==> config.mk <==
export PLATFORM = sky130hd
export DESIGN_NAME = adc_trigger_result_compare_regs
export DESIGN_NICKNAME = d
export VERILOG_FILES = /design/src/adc_ctrl_pkg.sv /design/src/conv_if.sv /design/src/conv_engine.sv /design/src/adc_trigger_result_compare_regs.sv
export VERILOG_INCLUDE_DIRS = /design/src
export SDC_FILE = /design/constraint.sdc
export NUM_CORES = 1
export LEC_CHECK = 0
export BUFFER_PORTS_ARGS = -buffer_cell sky130_fd_sc_hd__buf_2
export CORE_AREA = 2 2 103 105
export CTS_CLUSTER_DIAMETER = 120
export CTS_CLUSTER_SIZE = 30
export DETAILED_ROUTE_END_ITERATION = 6
export DIE_AREA = 0 0 105 107
export GPL_ROUTABILITY_DRIVEN = 0
export PLACE_DENSITY_LB_ADDON = 0.25
export SLEW_MARGIN = 30
export SYNTH_ARGS = -nofsm -noshare
export SYNTH_HDL_FRONTEND = slang
export SYNTH_SLANG_ARGS = --single-unit
==> constraint.sdc <==
create_clock -name clk -period 2.65 [get_ports clk]
set_input_delay 0.265 -clock clk [delete_from_list [all_inputs] [get_ports clk]]
set_output_delay 0.265 -clock clk [all_outputs]
set_load 0.005 [all_outputs]
==> src/adc_ctrl_defines.svh <==
// Register offsets, field positions, reset values and timing counts
// for the converter control block. Assumes a 25 MHz bus clock.
`ifndef ADC_CTRL_DEFINES_SVH
`define ADC_CTRL_DEFINES_SVH

// ----------------------------------------------------------------
// Register byte offsets
// ----------------------------------------------------------------
`define OFS_STATUS_CONTROL_ONE 12'h000
`define OFS_STATUS_CONTROL_TWO 12'h004
`define OFS_RESULT_HIGH 12'h008
`define OFS_RESULT_LOW 12'h00c
`define OFS_COMPARE_VALUE_HIGH 12'h010
`define OFS_COMPARE_VALUE_LOW 12'h014
`define OFS_CONFIGURATION 12'h018

// ----------------------------------------------------------------
// Field positions
// ----------------------------------------------------------------
`define BIT_COMPLETION_FLAG 7
`define BIT_CONVERSION_ACTIVE 7
`define BIT_TRIGGER_SOURCE 6
`define BIT_COMPARE_ENABLE 5
`define BIT_COMPARE_GE 4
`define MODE_MSB 3
`define MODE_LSB 2

// ----------------------------------------------------------------
// Reset values and codes
// ----------------------------------------------------------------
`define RST_CHANNEL 5'h1f
`define RST_MODE 2'h0
`define RST_COMPARE 8'h00
`define CHANNEL_LAST_INPUT 5'h1b
`define CHANNEL_RESERVED 5'h1c
`define CHANNEL_REF_HIGH 5'h1d
`define CHANNEL_REF_LOW 5'h1e
`define CHANNEL_OFF 5'h1f
`define MODE_EIGHT_BIT 2'h0
`define MODE_TEN_BIT 2'h2

// ----------------------------------------------------------------
// Timing
// ----------------------------------------------------------------
`define CLK_PERIOD_NS 40
`define CONV_TIME_NS 1000
`define CONV_CYCLES ((`CONV_TIME_NS + `CLK_PERIOD_NS - 1) / `CLK_PERIOD_NS)

`endif

==> src/adc_ctrl_pkg.sv <==
// Types shared by the converter control block and its conversion engine.
// Assumes the constants header is included where numbers are needed.
package adc_ctrl_pkg;

  typedef enum logic [1:0]
  {
    ENGINE_IDLE = 2'b01,
    ENGINE_CONVERT = 2'b10
  } engine_state_e;

  typedef logic [9:0] result_t;
  typedef logic [4:0] channel_t;

endpackage

==> src/conv_if.sv <==
// Handshake between the register side and the conversion engine.
// Assumes both ends run on the same clock.
`timescale 1ns/1ps
interface conv_if;
  import adc_ctrl_pkg::*;
  logic start;
  logic abort;
  logic busy;
  logic done;
  result_t result;

  modport ctrl
  (
    output start,
    output abort,
    input busy,
    input done,
    input result
  );

  modport engine
  (
    input start,
    input abort,
    output busy,
    output done,
    output result
  );
endinterface

==> src/conv_engine.sv <==
// Conversion engine: times one conversion and captures the sample.
// Assumes sample_data is stable and right-justified at the end of a conversion.
`timescale 1ns/1ps
`include "adc_ctrl_defines.svh"
module conv_engine
(
  input wire logic clk,
  input wire logic reset,
  input wire adc_ctrl_pkg::result_t sample_data,
  conv_if.engine conv
);
  import adc_ctrl_pkg::*;

  localparam logic [7:0] CONV_LAST = 8'(`CONV_CYCLES - 1);

  engine_state_e state;
  logic [7:0] count;

  assign conv.busy = (state == ENGINE_CONVERT);

  // Start wins over abort so a restart after abort never drops a cycle
  always_ff @(posedge clk or posedge reset)
  begin
    if (reset)
      state <= ENGINE_IDLE;
    else
    begin
      case (state)
        ENGINE_IDLE:
          if (conv.start)
            state <= ENGINE_CONVERT;
        ENGINE_CONVERT:
          if (conv.start)
            state <= ENGINE_CONVERT;
          else if (conv.abort || count == 8'h00)
            state <= ENGINE_IDLE;
        default:
          state <= ENGINE_IDLE;
      endcase
    end
  end

  always_ff @(posedge clk or posedge reset)
  begin
    if (reset)
      count <= 8'h00;
    else if (conv.start)
      count <= CONV_LAST;
    else if (state == ENGINE_CONVERT && count != 8'h00)
      count <= count - 8'h01;
  end

  always_ff @(posedge clk or posedge reset)
  begin
    if (reset)
    begin
      conv.done <= 1'b0;
      conv.result <= 10'h000;
    end
    else
    begin
      conv.done <= (state == ENGINE_CONVERT) && !conv.start && !conv.abort
        && count == 8'h00;
      if ((state == ENGINE_CONVERT) && !conv.start && !conv.abort && count == 8'h00)
        conv.result <= sample_data;
    end
  end
endmodule

==> src/adc_trigger_result_compare_regs.sv <==
// Register side of the converter: trigger, compare and result interlock.
// Assumes an APB master on clk and a conversion engine delivering results.
//
// Function
// [RULE_01] Channel codes pick inputs 0..27, references, reserved code, or power down.
// [RULE_02] Conversion-active flag is high from conversion start until finish or abort.
// [RULE_03] Trigger select bit chooses software write or hardware trigger start.
// [RULE_04] Software writes zero to the two low reserved bits of control two.
// [RULE_05] Compare enable bit turns the automatic compare on or off.
// [RULE_06] Polarity bit: clear means less than, set means greater or equal.
// [RULE_07] Ten-bit mode puts result bits nine and eight in result-high low bits.
// [RULE_08] Eight-bit mode keeps result-high upper result bits at zero.
// [RULE_09] Result-low holds low eight bits, or the whole eight-bit result.
// [RULE_10] Results load on every completion unless enabled compare fails.
// [RULE_11] Ten-bit result-high read locks results until result-low is read.
// [RULE_12] A conversion finishing while locked is thrown away.
// [RULE_13] Eight-bit mode has no read lock between result registers.
// [RULE_14] Changing resolution invalidates held results.
// [RULE_15] Compare-high bits meet result bits nine and eight in ten-bit compare.
// [RULE_16] Eight-bit compare ignores the compare-high register.
// [RULE_17] Compare-low bits meet the low eight result bits in both modes.
// [RULE_18] Completion flag sets at end if compare passes; clears on write or read.
// [RULE_19] Writing control one aborts, and restarts unless channel is all ones; the code restarts only with software trigger selected.
// [RULE_20] Resolution code 00 is eight-bit, 10 is ten-bit, others reserved.
// [RULE_21] Hardware trigger is synchronised and acts on its rising edge.
`timescale 1ns/1ps
`include "adc_ctrl_defines.svh"
module adc_trigger_result_compare_regs
(
  input wire logic clk,
  input wire logic reset,
  input wire logic psel,
  input wire logic penable,
  input wire logic pwrite,
  input wire logic [11:0] paddr,
  input wire logic [31:0] pwdata,
  output logic [31:0] prdata,
  output logic pready,
  output logic pslverr,
  input wire logic hardware_trigger_input,
  input wire adc_ctrl_pkg::result_t sample_data,
  output logic [27:0] analog_input_select,
  output logic high_reference_select,
  output logic low_reference_select,
  output logic converter_power_down,
  output logic conversion_active_flag
);
  import adc_ctrl_pkg::*;

  // ----------------------------------------------------------------
  // Engine
  // ----------------------------------------------------------------
  conv_if conv();

  conv_engine u_engine
  (
    .clk(clk),
    .reset(reset),
    .sample_data(sample_data),
    .conv(conv.engine)
  );

  // ----------------------------------------------------------------
  // Register state
  // ----------------------------------------------------------------
  channel_t channel_select;
  logic completion_flag;
  logic trigger_source_select;
  logic compare_enable;
  logic compare_greater_equal;
  logic [1:0] mode;
  logic [1:0] compare_value_high;
  logic [7:0] compare_value_low;
  logic [1:0] result_high_bits;
  logic [7:0] result_low_bits;
  logic result_lock;

  logic access;
  logic wr;
  logic rd;
  logic addr_hit;
  logic ten_bit;
  logic [1:0] wmode;
  logic [9:0] compare_bits;
  logic compare_true;
  logic store_ok;
  logic mode_change;

  // ----------------------------------------------------------------
  // APB decode
  // ----------------------------------------------------------------
  // One wait state so read data leaves a flip-flop
  assign access = psel && penable && pready;
  assign wr = access && pwrite;
  assign rd = access && !pwrite;
  assign wmode = pwdata[`MODE_MSB:`MODE_LSB];
  assign ten_bit = (mode == `MODE_TEN_BIT); // see [RULE_20]

  always_comb
  begin
    case (paddr)
      `OFS_STATUS_CONTROL_ONE,
      `OFS_STATUS_CONTROL_TWO,
      `OFS_RESULT_HIGH,
      `OFS_RESULT_LOW,
      `OFS_COMPARE_VALUE_HIGH,
      `OFS_COMPARE_VALUE_LOW,
      `OFS_CONFIGURATION:
        addr_hit = 1'b1;
      default:
        addr_hit = 1'b0;
    endcase
  end

  always_ff @(posedge clk or posedge reset)
  begin
    if (reset)
      pready <= 1'b0;
    else
      pready <= psel && penable && !pready;
  end

  always_ff @(posedge clk or posedge reset)
  begin
    if (reset)
      pslverr <= 1'b0;
    else
      pslverr <= psel && penable && !pready && !addr_hit;
  end

  always_ff @(posedge clk or posedge reset)
  begin
    if (reset)
      prdata <= 32'h0000_0000;
    else if (psel && penable && !pready && (!pwrite || !addr_hit))
    begin
      case (paddr)
        `OFS_STATUS_CONTROL_ONE:
          prdata <= {24'h00_0000, completion_flag, 2'b00, channel_select};
        // Reserved low bits read as zero whatever software wrote
        `OFS_STATUS_CONTROL_TWO:
          prdata <= {24'h00_0000, conv.busy, trigger_source_select,
            compare_enable, compare_greater_equal, 4'h0};
        `OFS_RESULT_HIGH:
          prdata <= {30'h0000_0000, ten_bit ? result_high_bits : 2'b00}; // see [RULE_08]
        `OFS_RESULT_LOW:
          prdata <= {24'h00_0000, result_low_bits}; // see [RULE_09]
        `OFS_COMPARE_VALUE_HIGH:
          prdata <= {30'h0000_0000, compare_value_high};
        `OFS_COMPARE_VALUE_LOW:
          prdata <= {24'h00_0000, compare_value_low};
        `OFS_CONFIGURATION:
          prdata <= {28'h000_0000, mode, 2'b00};
        default:
          prdata <= 32'h0000_0000;
      endcase
    end
  end

  // ----------------------------------------------------------------
  // Control registers
  // ----------------------------------------------------------------
  always_ff @(posedge clk or posedge reset)
  begin
    if (reset)
      channel_select <= `RST_CHANNEL;
    else if (wr && paddr == `OFS_STATUS_CONTROL_ONE)
      channel_select <= pwdata[4:0];
  end

  // Only bits 6..4 are stored; bits 1..0 are left for software to keep at zero
  always_ff @(posedge clk or posedge reset)
  begin
    if (reset)
    begin
      trigger_source_select <= 1'b0;
      compare_enable <= 1'b0;
      compare_greater_equal <= 1'b0;
    end
    else if (wr && paddr == `OFS_STATUS_CONTROL_TWO) // see [RULE_04]
    begin
      trigger_source_select <= pwdata[`BIT_TRIGGER_SOURCE];
      compare_enable <= pwdata[`BIT_COMPARE_ENABLE];
      compare_greater_equal <= pwdata[`BIT_COMPARE_GE];
    end
  end

  always_ff @(posedge clk or posedge reset)
  begin
    if (reset)
      mode <= `RST_MODE;
    else if (wr && paddr == `OFS_CONFIGURATION)
      mode <= wmode;
  end

  always_ff @(posedge clk or posedge reset)
  begin
    if (reset)
    begin
      compare_value_high <= 2'b00;
      compare_value_low <= `RST_COMPARE;
    end
    else
    begin
      if (wr && paddr == `OFS_COMPARE_VALUE_HIGH)
        compare_value_high <= pwdata[1:0];
      if (wr && paddr == `OFS_COMPARE_VALUE_LOW)
        compare_value_low <= pwdata[7:0];
    end
  end

  // ----------------------------------------------------------------
  // Hardware trigger
  // ----------------------------------------------------------------
  logic trig_meta;
  logic trig_s2;
  logic trig_s3;
  logic trig_level;
  logic trig_rise;

  always_ff @(posedge clk or posedge reset)
  begin
    if (reset)
    begin
      trig_meta <= 1'b0;
      trig_s2 <= 1'b0;
      trig_s3 <= 1'b0;
    end
    else
    begin
      trig_meta <= hardware_trigger_input;
      trig_s2 <= trig_meta;
      trig_s3 <= trig_s2;
    end
  end

  // A level counts only once two stages agree, filtering single-cycle glitches
  always_ff @(posedge clk or posedge reset)
  begin
    if (reset)
      trig_level <= 1'b0;
    else if (trig_s2 == trig_s3)
      trig_level <= trig_s3; // see [RULE_21]
  end

  assign trig_rise = (trig_s2 == trig_s3) && trig_s3 && !trig_level; // see [RULE_21]

  // ----------------------------------------------------------------
  // Start and abort
  // ----------------------------------------------------------------
  logic sc1_write;

  assign sc1_write = wr && paddr == `OFS_STATUS_CONTROL_ONE;
  assign conv.abort = sc1_write; // see [RULE_19]
  // Trigger edges arriving mid-conversion are ignored rather than queued
  always_comb
  begin
    conv.start = 1'b0;
    if (sc1_write && !trigger_source_select && pwdata[4:0] != `CHANNEL_OFF)
      conv.start = 1'b1; // see [RULE_03] see [RULE_19]
    else if (trigger_source_select && trig_rise && !conv.busy
      && channel_select != `CHANNEL_OFF)
      conv.start = 1'b1; // see [RULE_03]
  end

  assign conversion_active_flag = conv.busy; // see [RULE_02]

  // ----------------------------------------------------------------
  // Compare and result storage
  // ----------------------------------------------------------------
  always_comb
  begin
    compare_bits = {compare_value_high, compare_value_low}; // see [RULE_15] see [RULE_17]
    if (!ten_bit)
      compare_bits = {2'b00, compare_value_low}; // see [RULE_16]
  end

  always_comb
  begin
    compare_true = 1'b0;
    if (ten_bit)
      compare_true = compare_greater_equal ? (conv.result >= compare_bits)
        : (conv.result < compare_bits); // see [RULE_06]
    else
      compare_true = compare_greater_equal ? (conv.result[7:0] >= compare_bits[7:0])
        : (conv.result[7:0] < compare_bits[7:0]); // see [RULE_06] see [RULE_17]
  end

  assign store_ok = !compare_enable || compare_true; // see [RULE_05] see [RULE_10]
  assign mode_change = wr && paddr == `OFS_CONFIGURATION && wmode != mode;

  always_ff @(posedge clk or posedge reset)
  begin
    if (reset)
    begin
      result_high_bits <= 2'b00;
      result_low_bits <= 8'h00;
    end
    else if (mode_change)
    begin
      result_high_bits <= 2'b00; // see [RULE_14]
      result_low_bits <= 8'h00;
    end
    else if (conv.done && store_ok && !result_lock) // see [RULE_10] see [RULE_12]
    begin
      result_high_bits <= ten_bit ? conv.result[9:8] : 2'b00; // see [RULE_07] see [RULE_08]
      result_low_bits <= conv.result[7:0]; // see [RULE_09]
    end
  end

  // Lock is raised only in ten-bit mode, so eight-bit completions are never dropped by the lock
  always_ff @(posedge clk or posedge reset)
  begin
    if (reset)
      result_lock <= 1'b0;
    else if (mode_change || !ten_bit)
      result_lock <= 1'b0; // see [RULE_13] see [RULE_14]
    else if (rd && paddr == `OFS_RESULT_LOW)
      result_lock <= 1'b0; // see [RULE_11]
    else if (rd && paddr == `OFS_RESULT_HIGH)
      result_lock <= 1'b1; // see [RULE_11]
  end

  // Set wins over a clear arriving in the same cycle
  always_ff @(posedge clk or posedge reset)
  begin
    if (reset)
      completion_flag <= 1'b0;
    else if (conv.done && store_ok)
      completion_flag <= 1'b1; // see [RULE_18]
    else if (sc1_write || (rd && paddr == `OFS_RESULT_LOW))
      completion_flag <= 1'b0; // see [RULE_18]
  end

  // ----------------------------------------------------------------
  // Channel decode
  // ----------------------------------------------------------------
  genvar gi;
  generate
    for (gi = 0; gi < 28; gi = gi + 1)
    begin : g_input
      always_ff @(posedge clk or posedge reset)
      begin
        if (reset)
          analog_input_select[gi] <= 1'b0;
        else
          analog_input_select[gi] <= (channel_select == 5'(gi)); // see [RULE_01]
      end
    end
  endgenerate

  // The reserved code selects nothing at all
  always_ff @(posedge clk or posedge reset)
  begin
    if (reset)
    begin
      high_reference_select <= 1'b0;
      low_reference_select <= 1'b0;
      converter_power_down <= 1'b1;
    end
    else
    begin
      high_reference_select <= (channel_select == `CHANNEL_REF_HIGH); // see [RULE_01]
      low_reference_select <= (channel_select == `CHANNEL_REF_LOW); // see [RULE_01]
      converter_power_down <= (channel_select == `CHANNEL_OFF); // see [RULE_01]
    end
  end
endmodule

==> results of run 1 <==
-- layer usage --
metal | global-route usage, % | vias up | part of all wire, %
li1 | - | 1657 | -
met4 | 7.05 | 0 | 1.8
met1 | 26.4 | 1630 | 48
met5 | 0 | - | 0
met3 | 3.47 | 12 | 5.6
met2 | 28.5 | 94 | 45
-- tightest hold or removal path: cells and delay by family --
family                 cells  cell delay, ns
buffers and inverters      3            0.56
-- sequential cells by signal, summed over array words and instances (netlist names), 2 cells and up --
name and count:
analog_input_select 28, u_engine.conv.result 10, compare_value_low 8, prdata 8, result_low_bits 8, u_engine.count 8
channel_select 5, compare_value_high 2, mode 2, result_high_bits 2, u_engine.state 2
-- timing repair --
action                                  in CTS  in global routing
endpoints found under the setup margin       0                 10
resized for setup                            0                  4
hold buffers                                 1                  0
endpoints found under the hold margin        1                  0
-- Yosys cell counts (2+ instances only) --
master,n,area (um2)
a211oi_1,2,15.0
a21o_1,3,22.5
a21oi_1,14,70.1
a221oi_1,2,17.5
a22o_1,6,52.6
a22oi_1,5,37.5
a32o_1,3,30.0
and2_1,2,12.5
and3_1,2,12.5
buf_2,3,15.0
buf_4,24,180
buf_6,2,22.5
clkbuf_1,16,60.1
dfrtp_1,91,2280
dfstp_2,7,184
ha_1,15,188
inv_1,15,56.3
mux2_2,11,124
mux2_4,9,135
mux2i_1,14,140
nand2_1,64,240
nand2b_1,10,62.6
nand3_1,10,50.1
nand3b_1,3,22.5
nand4_1,4,25.0
nor2_1,41,154
nor2b_1,9,56.3
nor3_1,16,80.1
nor3b_1,2,15.0
o21ai_0,15,75.1
or3_1,3,18.8
xnor2_1,6,52.6
xor2_1,3,26.3
-- per-stage QoR --
stage / area [um2] / hold WS (ns) / power [W]
finish: 5440 / -0.00597 / 0.00283
global route: 5440 / 0.0393 / 0.00295
CTS: 5420 / 0.0146 / 0.00286
detailed placement: 5190 / 0.337 / 0.00181
global placement: 5190 / 0.335 / 0.00180
floorplan: 4830 / 0.296 / 0.00175
-- power by group through the flow --
stage	logic, W	clock network, W	registers [W]
finish	0.000225	0.00106	0.00155
global route	0.000256	0.00114	0.00156
detailed placement	0.000224	0	0.00158
CTS	0.000226	0.00108	0.00155
floorplan	0.000179	0	0.00157
global placement	0.000216	0	0.00158
-- how the worst max path moves through the flow --
stage	from	endpoint	slack, ns
floorplan	mode[1]	result_high_bits[0]	0.24
global placement	mode[1]	result_low_bits[4]	0.24
detailed placement	mode[1]	result_high_bits[1]	0.13
CTS	mode[1]	result_high_bits[1]	0.09
global route	mode[0]	result_high_bits[1]	0.04
finish	u_engine.conv.result[7]	result_low_bits[1]	0.23
-- kinds of logic (layout without fill, tap and decap cells) --
logic type | Yosys count | count (layout) | synth area share [%]
xor gates and xnor gates | 9 | 9 | 1.66
other | 1 | 24 | 0.0791
buffers and inverters | 60 | 119 | 7.04
DFF | 98 | 98 | 51.9
adders and majority gates | 15 | 15 | 3.96
and+or+nand+nor | 175 | 175 | 18.0
muxes | 34 | 34 | 8.41
AOI/OAI and AO/OA | 62 | 62 | 9.00
-- layout make-up --
cell class | count | share of cell area, %
inverters | 15 | 1.10
multi-input cells | 319 | 37.7
repair buffers | 88 | 8.72
clock buffers | 9 | 2.28
flip-flops and latches | 98 | 45.3
well taps | 136 | 3.13
clock inverters | 7 | 1.80
==> flow_results.org, run 1 <==
** Run status
- The run finished, with violations left.
- Violated checks :: negative hold slack

** Finish
- Final-layout fill cell count :: ~930
- Area of the multi-input gates :: 0.00205 mm2
- The top cell types in the final layout, fill and taps aside, are 90 x dfrtp_1, 77 x buf_2, 64 x nand2_1.
- Of the cells placed in the final design, the portion with a size suffix greater than 1 is 26.9%.
- At the end of the flow, the number of nets in the layout was about 610.
- Diode insertion count for antenna repair :: 0
- From synthesis to final layout, the design area changed by 14.6%.
- Leading cell type in the layout, fill and taps excluded :: dfrtp_1
- Flip-flop and latch area :: roughly 0.0025 mm2
- Layout Utilization :: between 50% and 60%
- Non-filler cells, final :: 672

** STA
- Setup slack on the critical path of the routed design comes to approximately 0.23 ns.
- After layout, the worst path uses roughly nine tenths of the clock period.
- The clock arrives with around 0.01 ns of skew.
- The tightest hold path in the finished design has a slack of -0.00597 ns.
- Final critical-path required period :: between 2 and 2.5 ns
- Setup total negative slack :: 0 ns
- Unrepaired setup endpoints after global routing :: no
- Measured against its own limit, the worst slew margin works out to 49.8%.
- Final setup violation count :: 0
- Slew of the pin with the lowest slew margin :: between 0.7 and 0.8 ns
- Timing-limited maximum frequency :: about 0.41 GHz
- Max-slew violation total from the final report :: 0
- The hold violation count in the final report came to 4.

** Worst setup path
- The worst setup path is captured at a flip-flop.
- Crit-path slowest cell :: dfrtp_1
- Cell family with most CP delay :: compound AO/OA/AOI/OAI gates
- For this run, the slowest stage of the critical path takes between 0.4 and 0.5 ns.
- Total stage count of the critical path :: 8
- Critical path fanouts, max :: 10
- Cell Chain, Critical Path :: ha_1 > nand4_1 > o221ai_1 > nand3_1 > a31o_2 > a22oi_1 > buf_6 > mux2i_1
- The worst setup path is launched from a flip-flop.
- Worst Path Class, Setup :: flip-flop to flip-flop
- For flop-to-flop paths, the worst setup slack is around 0.23 ns.
- In this run the critical register-to-register path is launched from u_engine.conv.result[7].
- Crit path buf inv count :: 1
- For the worst setup path, the data arrival time is 2.73 ns.
- For the worst setup path, the data required time is between 2 and 3 ns.
- The worst register-to-register path ends at result_low_bits[1].
- The number of cells on the worst reg-to-reg path is 8.

** Logic synthesis
- Ys Warns :: 0
- Netlist Area Pre-Place :: 0.00474 mm2
- In the synthesized netlist the dominant register cell turns out to be dfrtp_1.
- Proportion of register bits with asynchronous set or reset after synthesis :: 100%
- Number of flops mapped to enable cells by yosys :: 0
- A synthesized cell averages 10.4 um2.
- Synthesis-stage register bit count :: about 100
- Sequential element share of the synthesized area :: ~52%
- Synthesized netlist cell count :: 454
- Post-synth cell types :: 55

** Routing
- For this block, the initial DRC count from the detailed router was between 150 and 200.
- Drt first pass iters :: 4
- Final wirelength :: 9950 um
- Dividing the detail-routed wire length by the instance count gives between 10 and 15 um.
- Once detail routing completed, the nets flagged for antenna violations numbered 0.
- Vias :: 3393
- Dividing the detail-routed via count by the number of cells gives between 5 and 6.
- Residual DRC count :: 0

** Floorplanning
- The floorplan step set the die width to ~110 um.
- Area inside the core boundary :: slightly above 0.01 mm2
- Site row count :: 37
- Vert. Die Dim :: roughly 110 um
- Effective utilization at floorplan :: a little under half
- Die Area :: 0.0112 mm2
- Pin placement for this block handled approximately 130 I/O pins.

** GRT
- The number of antenna violations at the first check in global routing was 0.
- Pin count of the biggest net entering global routing :: 59
- Residual overflow from global routing :: 0
- The number of global-route vias before repair was about 3300.
- Total routing resource utilization after global routing :: between 10% and 20%
- The first global-routing pass estimated 16400 um of wire.

** Power and ir drop
- Switching Share :: 26.3%
- Dividing total power by cell area gives a power density of 521 mW/mm2.
- Peak ir drop on the vdd network :: 0.245 mV
- The internal portion of the total power is around 0.0021 W.
- Portion of total power attributed to combinational logic :: ~7.9%
- Per report_power, the clock group accounts for 37.3% of the total.
- Proportion of power drawn by flip-flops and latches :: a little over half
- Switching pwr :: ~0.00075 W
- Summed over all cells, the static leakage comes to 2.75 nW.

** Clocking
- The clock drives 98 sinks.
- Clock-pin slew of the registers on the worst-case setup and hold paths :: 0.10 ns
- The clock tree synthesis step divided the H-tree into 3 levels.
- Max clock buf depth :: 2
- Total clock buffers created by CTS :: 9
- The later pin in the worst-skew pair is clocked with a latency of between 0.3 and 0.4 ns.
- TritonCTS built the clock tree.
- Root buffer selected by CTS :: clkbuf_8
- Post-CTS timing repair inserted 0 buffers for setup.

** Placement
- IO buf count :: slightly below 80
- OpenSTA, run right after detailed placement, puts the worst setup slack at around 0.13 ns.
- The HPWL after detailed placement is about 7400 um.
- Total instance count after detailed placement :: ~660

** Min path
- Class of the worst hold path :: primary input to asynchronous set/reset pin

** Job
- Max_cap viols :: 0
Power figures use the tool's default switching activity.
==> run 2: changes to the inputs <==
--- a/config.mk
+++ b/config.mk
@@ -13,7 +13,8 @@
 export DETAILED_ROUTE_END_ITERATION = 6
 export DIE_AREA = 0 0 105 107
 export GPL_ROUTABILITY_DRIVEN = 0
-export PLACE_DENSITY_LB_ADDON = 0.25
+export PLACE_DENSITY = 0.84
+export SETUP_SLACK_MARGIN = 0.5
 export SLEW_MARGIN = 30
 export SYNTH_ARGS = -nofsm -noshare
 export SYNTH_HDL_FRONTEND = slang
==> run 2 against run 1 <==
  * The flow still finishes with violations (negative hold slack)
  * Maximum frequency increased by 2.7%
  * Sequential share of layout area decreased by 1.8 points
  * First-iteration DRC count increased by 20%
  * Routed wire length increased by 9.5%
  * Hold slack got worse by 0.0032 ns
  * Register-to-register slack improved by 0.06 ns
  * Clock skew increased by 0.0037 ns
  * Worst setup slack improved by 0.063 ns
  * Non-clock buffer count increased by 9
  * Critical path type unchanged
  * Largest cell class unchanged
  * Highest routed layer unchanged
==> flow_results.org, run 2 (synthesized netlist as in run 1, its figures left out) <==
** STA
- In the finished design, the share of the clock period the worst path needs comes to ~89%.
- Max-slew violation total from the final report :: 0
- Final-layout worst hold slack :: -0.00921 ns
- Unrepaired setup endpoints after global routing :: yes
- On the final layout, the worst clock skew is around 0.014 ns.
- Final critical-path required period :: between 2 and 2.5 ns
- Measured against its own limit, the worst slew margin works out to 50.0%.
- Static timing analysis puts the maximum clock frequency at 0.424 GHz.
- At the pin with the least slew margin, the transition time is between 0.7 and 0.8 ns.
- Setup total negative slack :: 0 ns
- Hold violation total from the final report :: 27
- Setup violations remaining at the end of the flow were counted as 0.

** Placement
- In this run, placement finished with an instance count of about 650.
- IO buf count :: 77
- After legalization and detailed placement, the total HPWL measured roughly 7600 um.

** Clocking
- Clock-pin slew was measured on the worst setup and hold paths at roughly 0.10 ns.
- Total clock buffers created by CTS :: 9
- Clock latency on the worst-skew pair :: about 0.37 ns
- Max clock buf depth :: 2
- Htree depth :: 3
- Root buffer selected by CTS :: clkbuf_8
- TritonCTS clock tree :: done
- Clock Sinks :: 98

** GRT
- The number of antenna violations at the first check in global routing came to 0.
- Via count of the first global-routing pass :: between 3000 and 4000
- Total routing resource utilization after global routing :: 20.1%
- Summed over all layers, the global routing overflow is 0.
- Entering global routing, the biggest net connects 66 pins.
- The first global-routing pass estimated roughly 18000 um of wire.

** Worst setup path
- Sort of element at the end of the critical path :: flip-flop
- By startpoint and endpoint, the worst setup path is classified as flip-flop to flip-flop.
- Critical path fanouts, max :: 5
- Data arrives at the worst endpoint at around 2.7 ns.
- The number of cells on the worst reg-to-reg path is 10.
- Startpoint type of the worst setup path :: flip-flop
- Required time at the endpoint of the critical path :: just under 3 ns

** Finish
- After the flow finishes, the layout carries non-filler instances totaling roughly 700.
- Synth-to-Final Area Change :: 19.5%
- Most frequent cells in the layout :: 90 x dfrtp_1, 77 x buf_2, 62 x nand2_1
- Largest registers :: analog_input_select (28), u_engine.conv.result (10)
- The library cell used most frequently in the layout, excluding fill and tap cells, is dfrtp_1.
- The net count of the finished layout is slightly above 600.
- Diode insertion count for antenna repair :: 0
- Flip-flop count of the largest register after layout :: 28
- Share of cells above drive strength 1 :: a little under a third
- Top reg by flops :: analog_input_select

** Floorplanning
- I/O Pins :: roughly 130
- In this run the vertical extent of the chip is 107 um.
- The floorplan step defined a core boundary enclosing slightly above 0.01 mm2.
- Effective utilization at floorplan :: between 40% and 50%
- The floorplan has 37 rows.
- The die covers around 0.011 mm2.
- The die is approximately 110 um wide.

** Power and ir drop
- For this design the static power due to leakage is about 2.8 nW.
- Pwr/cell area :: 491 mW/mm2
- VDD sags by at most 0.210 mV.
- Post-layout power :: around 0.0028 W

** Routing
- Per-cell via count in the routed design :: 5.31
- Vias :: 3619
- Dividing the detail-routed wire length by the instance count gives ~16 um.
- Final wirelength :: between 10000 and 15000 um
- After detailed routing, the number of remaining DRC violations is 0.
- Post-route antenna net violation count :: 0
- Number of DRC markers after the initial detailed-route iteration :: approximately 220
- The pre-antenna-repair detailed-routing pass consisted of 4 iterations.

** Run status
- Result of the run :: finished with violations
- The checks that failed: negative hold slack.

** Min path
- The worst hold path belongs to the class primary input to asynchronous set/reset pin.

** Job
- Across the run, the number of max-cap violations was 0.
[run 2: cell count changes in the layout (fill, tap and decap cells not counted), sizes merged]
| cell | change |
|---|---|
| clkinv | -2 |
| buf | +9 |
| inv | -2 |
| clkinvlp | +2 |
| clkbuf | +2 |
[run 2: worst paths after layout]
kind                            startpoint                    end  slack (ns)
worst max-delay path               mode[0]    result_high_bits[1]        0.29
worst min-delay path                 reset  high_reference_select      -0.009
worst max register to register     mode[0]    result_high_bits[1]        0.29
worst min register to register   trig_meta                trig_s2        0.35
max in group asynchronous            reset      channel_select[0]        1.88
min in group clk                 pwdata[0]      channel_select[0]        0.12
[run 2: area by class of cell]
| type | count | area (um2) |
|---|---|---|
| clock buffers | 11 | 141 |
| fillers | 839 | 4420 |
| flip-flops and latches | 98 | 2460 |
| well taps | 136 | 170 |
| multi-input cells | 319 | 2200 |
| repair buffers | 97 | 574 |
| inverters | 15 | 60.1 |
| clock inverters | 5 | 62.6 |
[run 2: through the flow]
| step | area (um2) | util, % | setup WS (ns) | hold WS [ns] |
|---|---|---|---|---|
| after CTS | 5570 | 55.1 | 0.458 | 0.00554 |
| after floorplan | 4860 | - | 0.517 | 0.296 |
| after detailed placement | 5200 | 51.5 | 0.270 | 0.338 |
| final | 5670 | 56.2 | 0.293 | -0.00921 |
| after global routing | 5670 | 56.2 | 0.220 | 0.0318 |
| after global placement | 5200 | 51.5 | 0.309 | 0.335 |
[run 2: layer usage]
layer / wire, um / global-route usage, % / up-vias
met5: 0 / 0 / -
met4: 379 / 8.95 / 0
met3: 798 / 5.47 / 40
met2: 5360 / 34.0 / 159
met1: 4360 / 23.9 / 1743
li1: - / - / 1677
[run 2: power breakdown]
part	leakage (nW)	internal [W]	switching, W
sequential	1.23	0.00153	0.0000262
combinational	1.47	0.000105	0.000139
clock	0.0962	0.000467	0.000517
total	2.80	0.00210	0.000683
[run 2: worst max-delay path: stages (launching register included)]
cell and delay (ns):
dfrtp_2 0.44, nor2b_4 0.15, nand2_2 0.09, ha_4 0.28
nand2_1 0.09, nor3_4 0.23, o21ai_2 0.09, a31o_4 0.23
a22oi_2 0.26, buf_6 0.19, mux2i_2 0.23
[run 2: repair_timing]
| action | 4_1_cts | 5_1_grt |
|---|---|---|
| cloned | 1 | 0 |
| pin swaps | 6 | 8 |
| endpoints found under the hold margin | 0 | 1 |
| resized for setup | 17 | 10 |
| endpoints found under the setup margin | 10 | 24 |
| buffers inserted | 7 | 4 |
| hold buffers | 0 | 1 |
==> run 3: changes to the inputs <==
--- a/config.mk
+++ b/config.mk
@@ -7,13 +7,13 @@
 export NUM_CORES = 1
 export LEC_CHECK = 0
 export BUFFER_PORTS_ARGS = -buffer_cell sky130_fd_sc_hd__buf_2
-export CORE_AREA = 2 2 103 105
+export CORE_AREA = 2 2 101 103
 export CTS_CLUSTER_DIAMETER = 120
 export CTS_CLUSTER_SIZE = 30
 export DETAILED_ROUTE_END_ITERATION = 6
-export DIE_AREA = 0 0 105 107
+export DIE_AREA = 0 0 103 105
 export GPL_ROUTABILITY_DRIVEN = 0
-export PLACE_DENSITY = 0.84
+export PLACE_DENSITY = 0.75
 export SETUP_SLACK_MARGIN = 0.5
 export SLEW_MARGIN = 30
 export SYNTH_ARGS = -nofsm -noshare
==> constraint.sdc (replaced) <==
create_clock -name clk -period 2.4 [get_ports clk]
set_input_delay 0.24 -clock clk [delete_from_list [all_inputs] [get_ports clk]]
set_output_delay 0.24 -clock clk [all_outputs]
set_load 0.02 [all_outputs]
==> run 3 against run 2 <==
  * The flow now finishes without violations
  * Die area is 3.7% lower
  * Critical path depth stayed put
  * Cell area is 6.9% higher
  * Core utilization is 6.7 points higher
==> flow_results.org, run 3 (synthesized netlist as in run 1, its figures left out) <==
** Power and ir drop
- Switching Share :: between 20% and 30%
- Internal power summed over all cells :: between 0.002 and 0.0025 W
- Portion of total power attributed to the clock network :: ~33%
- In this run the static leakage power is 2.95 nW.
- Proportion of power drawn by flip-flops and latches :: between 50% and 60%
- Pwr/cell area :: 506 mW/mm2
- Portion of total power attributed to combinational logic :: ~11%
- Peak ir drop on the vdd network :: 0.274 mV
- For this design the total switching power over the nets is 0.000841 W.

** Run status
- The run finished with clean final reports.

** GRT
- GR met1 Demand/Resource :: 25.6%
- Met3 usage in global routing :: roughly 4.7%
- The total overflow left after global routing is 0.
- Across every metal layer, demand over resource in global routing totals 20.5%.
- The number of global-route vias before repair was about 3600.
- Global routing's busiest layer :: met2
- Entering global routing, the biggest net connects 63 pins.
- Antenna violations before repair :: 0
- For this run, global-route usage on met2 was measured as 34.6%.
- The first global-routing pass estimated 17300 um of wire.

** Finish
- The library cell used most frequently in the layout, excluding fill and tap cells, is dfrtp_1.
- The largest registers in the layout are analog_input_select (28), u_engine.conv.result (10).
- Top reg by flops :: analog_input_select
- In the final layout, the share of cells above drive strength 1 is roughly two fifths.
- The final layout contains around 640 nets.
- The register with the most flip-flops in the layout has 28 of them.
- The number of antenna diodes in the final layout is 0.
- Layout Utilization :: a little over three fifths
- Synth-to-Final Area Change :: 27.8%
- The top cell types in the final layout, fill and taps aside, are 90 x dfrtp_1, 77 x buf_2, 53 x nand2_1.

** Worst setup path
- The worst setup path is captured at a flip-flop.
- Data on the critical path arrives at its endpoint at approximately 2.5 ns.
- Critical path fanouts, max :: 5
- STA puts the critical path data required time at between 2 and 3 ns.
- STA classifies the critical path startpoint as a flip-flop.
- Worst Path Class, Setup :: flip-flop to flip-flop

** Routing
- Drt first pass iters :: 5
- The final route contains approximately 3700 vias.
- Post-route antenna net violation count :: 0
- Final wirelength :: approximately 11000 um
- Residual DRC count :: 0
- In the final routed layout, each cell accounts on average for between 15 and 20 um.
- In this run, the number of DRC markers left after iteration 0 of detailed routing was around 230.
- Per-cell via count in the routed design :: ~5.3

** Floorplanning
- Effective utilization at floorplan :: 49.2%
- I/O Pins :: between 100 and 150
- The floorplan step defined a core boundary enclosing slightly below 0.01 mm2.
- X dimension of the die :: between 100 and 150 um
- From bottom edge to top edge, the die measures roughly 110 um.
- The die covers roughly 0.011 mm2.
- In this run the core area contains 36 standard-cell rows.

** Clocking
- The root buffer cell chosen for the clock tree is clkbuf_8.
- In this run the deepest clock path goes through 2 buffers.
- Clock Sinks :: 98
- Clock latency on the worst-skew pair :: approximately 0.38 ns
- TritonCTS built the clock tree.
- Clock-pin slew was measured on the worst setup and hold paths at 0.10 ns.
- Htree depth :: 3
- Counting the buffers created by CTS gives 9.

** Placement
- Summed over all nets, the half-perimeter wirelength after detailed placement is 7400 um.
- Port buffering added between 70 and 80 buffers.

** STA
- Hold violation total from the final report :: 0
- Timing-limited maximum frequency :: 0.448 GHz
- After routing, the total negative slack on setup checks comes to 0 ns.
- Slew of the pin with the lowest slew margin :: roughly 0.54 ns
- Between clock sinks in the finished design, the worst skew comes to approximately 0.0067 ns.
- In the finished design, the share of the clock period the worst path needs comes to 93.1%.
- Max-slew violation total from the final report :: 0
- Final setup violation count :: 0
- Headroom to the max-slew limit came out at roughly 64%.
- Unrepaired setup endpoints after global routing :: yes
- Final critical-path required period :: 2.23 ns

** Job
- Across the run, the number of max-cap violations was 0.

** Min path
- The path class of the tightest hold or removal check is primary input to flip-flop.
run 3: cell types whose count changed in the layout (fill, tap and decap cells not counted), sizes merged:
cell,delta
buf,+25
bufinv,-1
clkbuf,-2
clkinv,+1
clkinvlp,-1
dlygate4sd3,+1
inv,+3
run 3: final timing paths:
path,from,to,slack (ns),cells after the start
worst max-delay path,mode[0],result_low_bits[5],0.17,10
worst min-delay path,pwdata[7],compare_value_low[7],0.06,3
worst max register to register,mode[0],result_low_bits[5],0.17,10
worst min register to register,trig_meta,trig_s2,0.36,0
max in group asynchronous,reset,u_engine.state[0],1.37,4
min in group asynchronous,reset,analog_input_select[15],0.38,3
run 3: metrics by stage:
stage                     power, W  worst slack, ns  hold WS, ns  std cells  cell area (um2)
after floorplan            0.00197            0.298        0.271        477             4870
after global placement     0.00201           0.0394        0.239        657             5260
after detailed placement   0.00203          -0.0161        0.249        657             5270
after CTS                  0.00305            0.247       0.0597        697             5810
after global routing       0.00318           0.0438       0.0792        704             6060
final                      0.00306            0.166       0.0620        704             6060
run 3: metal layers:
| layer | wire length, um | part of all wire [%] |
|---|---|---|
| met3 | 712 | 6.2 |
| met5 | 0 | 0 |
| met2 | 5690 | 50 |
| met4 | 321 | 2.8 |
| met1 | 4740 | 41 |
run 3: timing repair:
item	in CTS	in global routing
endpoints found under the setup margin	29	50
buffers inserted	20	6
resized for setup	29	49
gates cloned	2	1
endpoints found under the hold margin	16	0
pin swaps	16	23
hold buffers	2	0
run 3: power groups by stage:
stage | logic [W] | registers (W) | clock network (W)
4_1_cts | 0.000311 | 0.00171 | 0.00103
3_5_place_dp | 0.000284 | 0.00175 | 0
5_1_grt | 0.000368 | 0.00172 | 0.00109
6_report | 0.000333 | 0.00172 | 0.00101
2_1_floorplan | 0.000226 | 0.00174 | 0
3_3_place_gp | 0.000270 | 0.00174 | 0
run 3: critical path, cell delays in order, from the launching register on:
cell	delay, ns
dfrtp_1	0.42
nor2b_4	0.17
nand2_2	0.08
ha_4	0.28
nand2_2	0.07
nor3_4	0.18
o21ai_1	0.10
a31o_2	0.23
a22oi_2	0.25
buf_6	0.17
mux2i_1	0.20
run 3: area by class of cell:
cell class	count	area, um2
clock buffer	9	124
timing repair buffer	123	830
sequential	98	2460
fill	749	3580
clock inverter	7	61.3
inverter	15	60.1
multi-input combinational	319	2360
tap	133	166
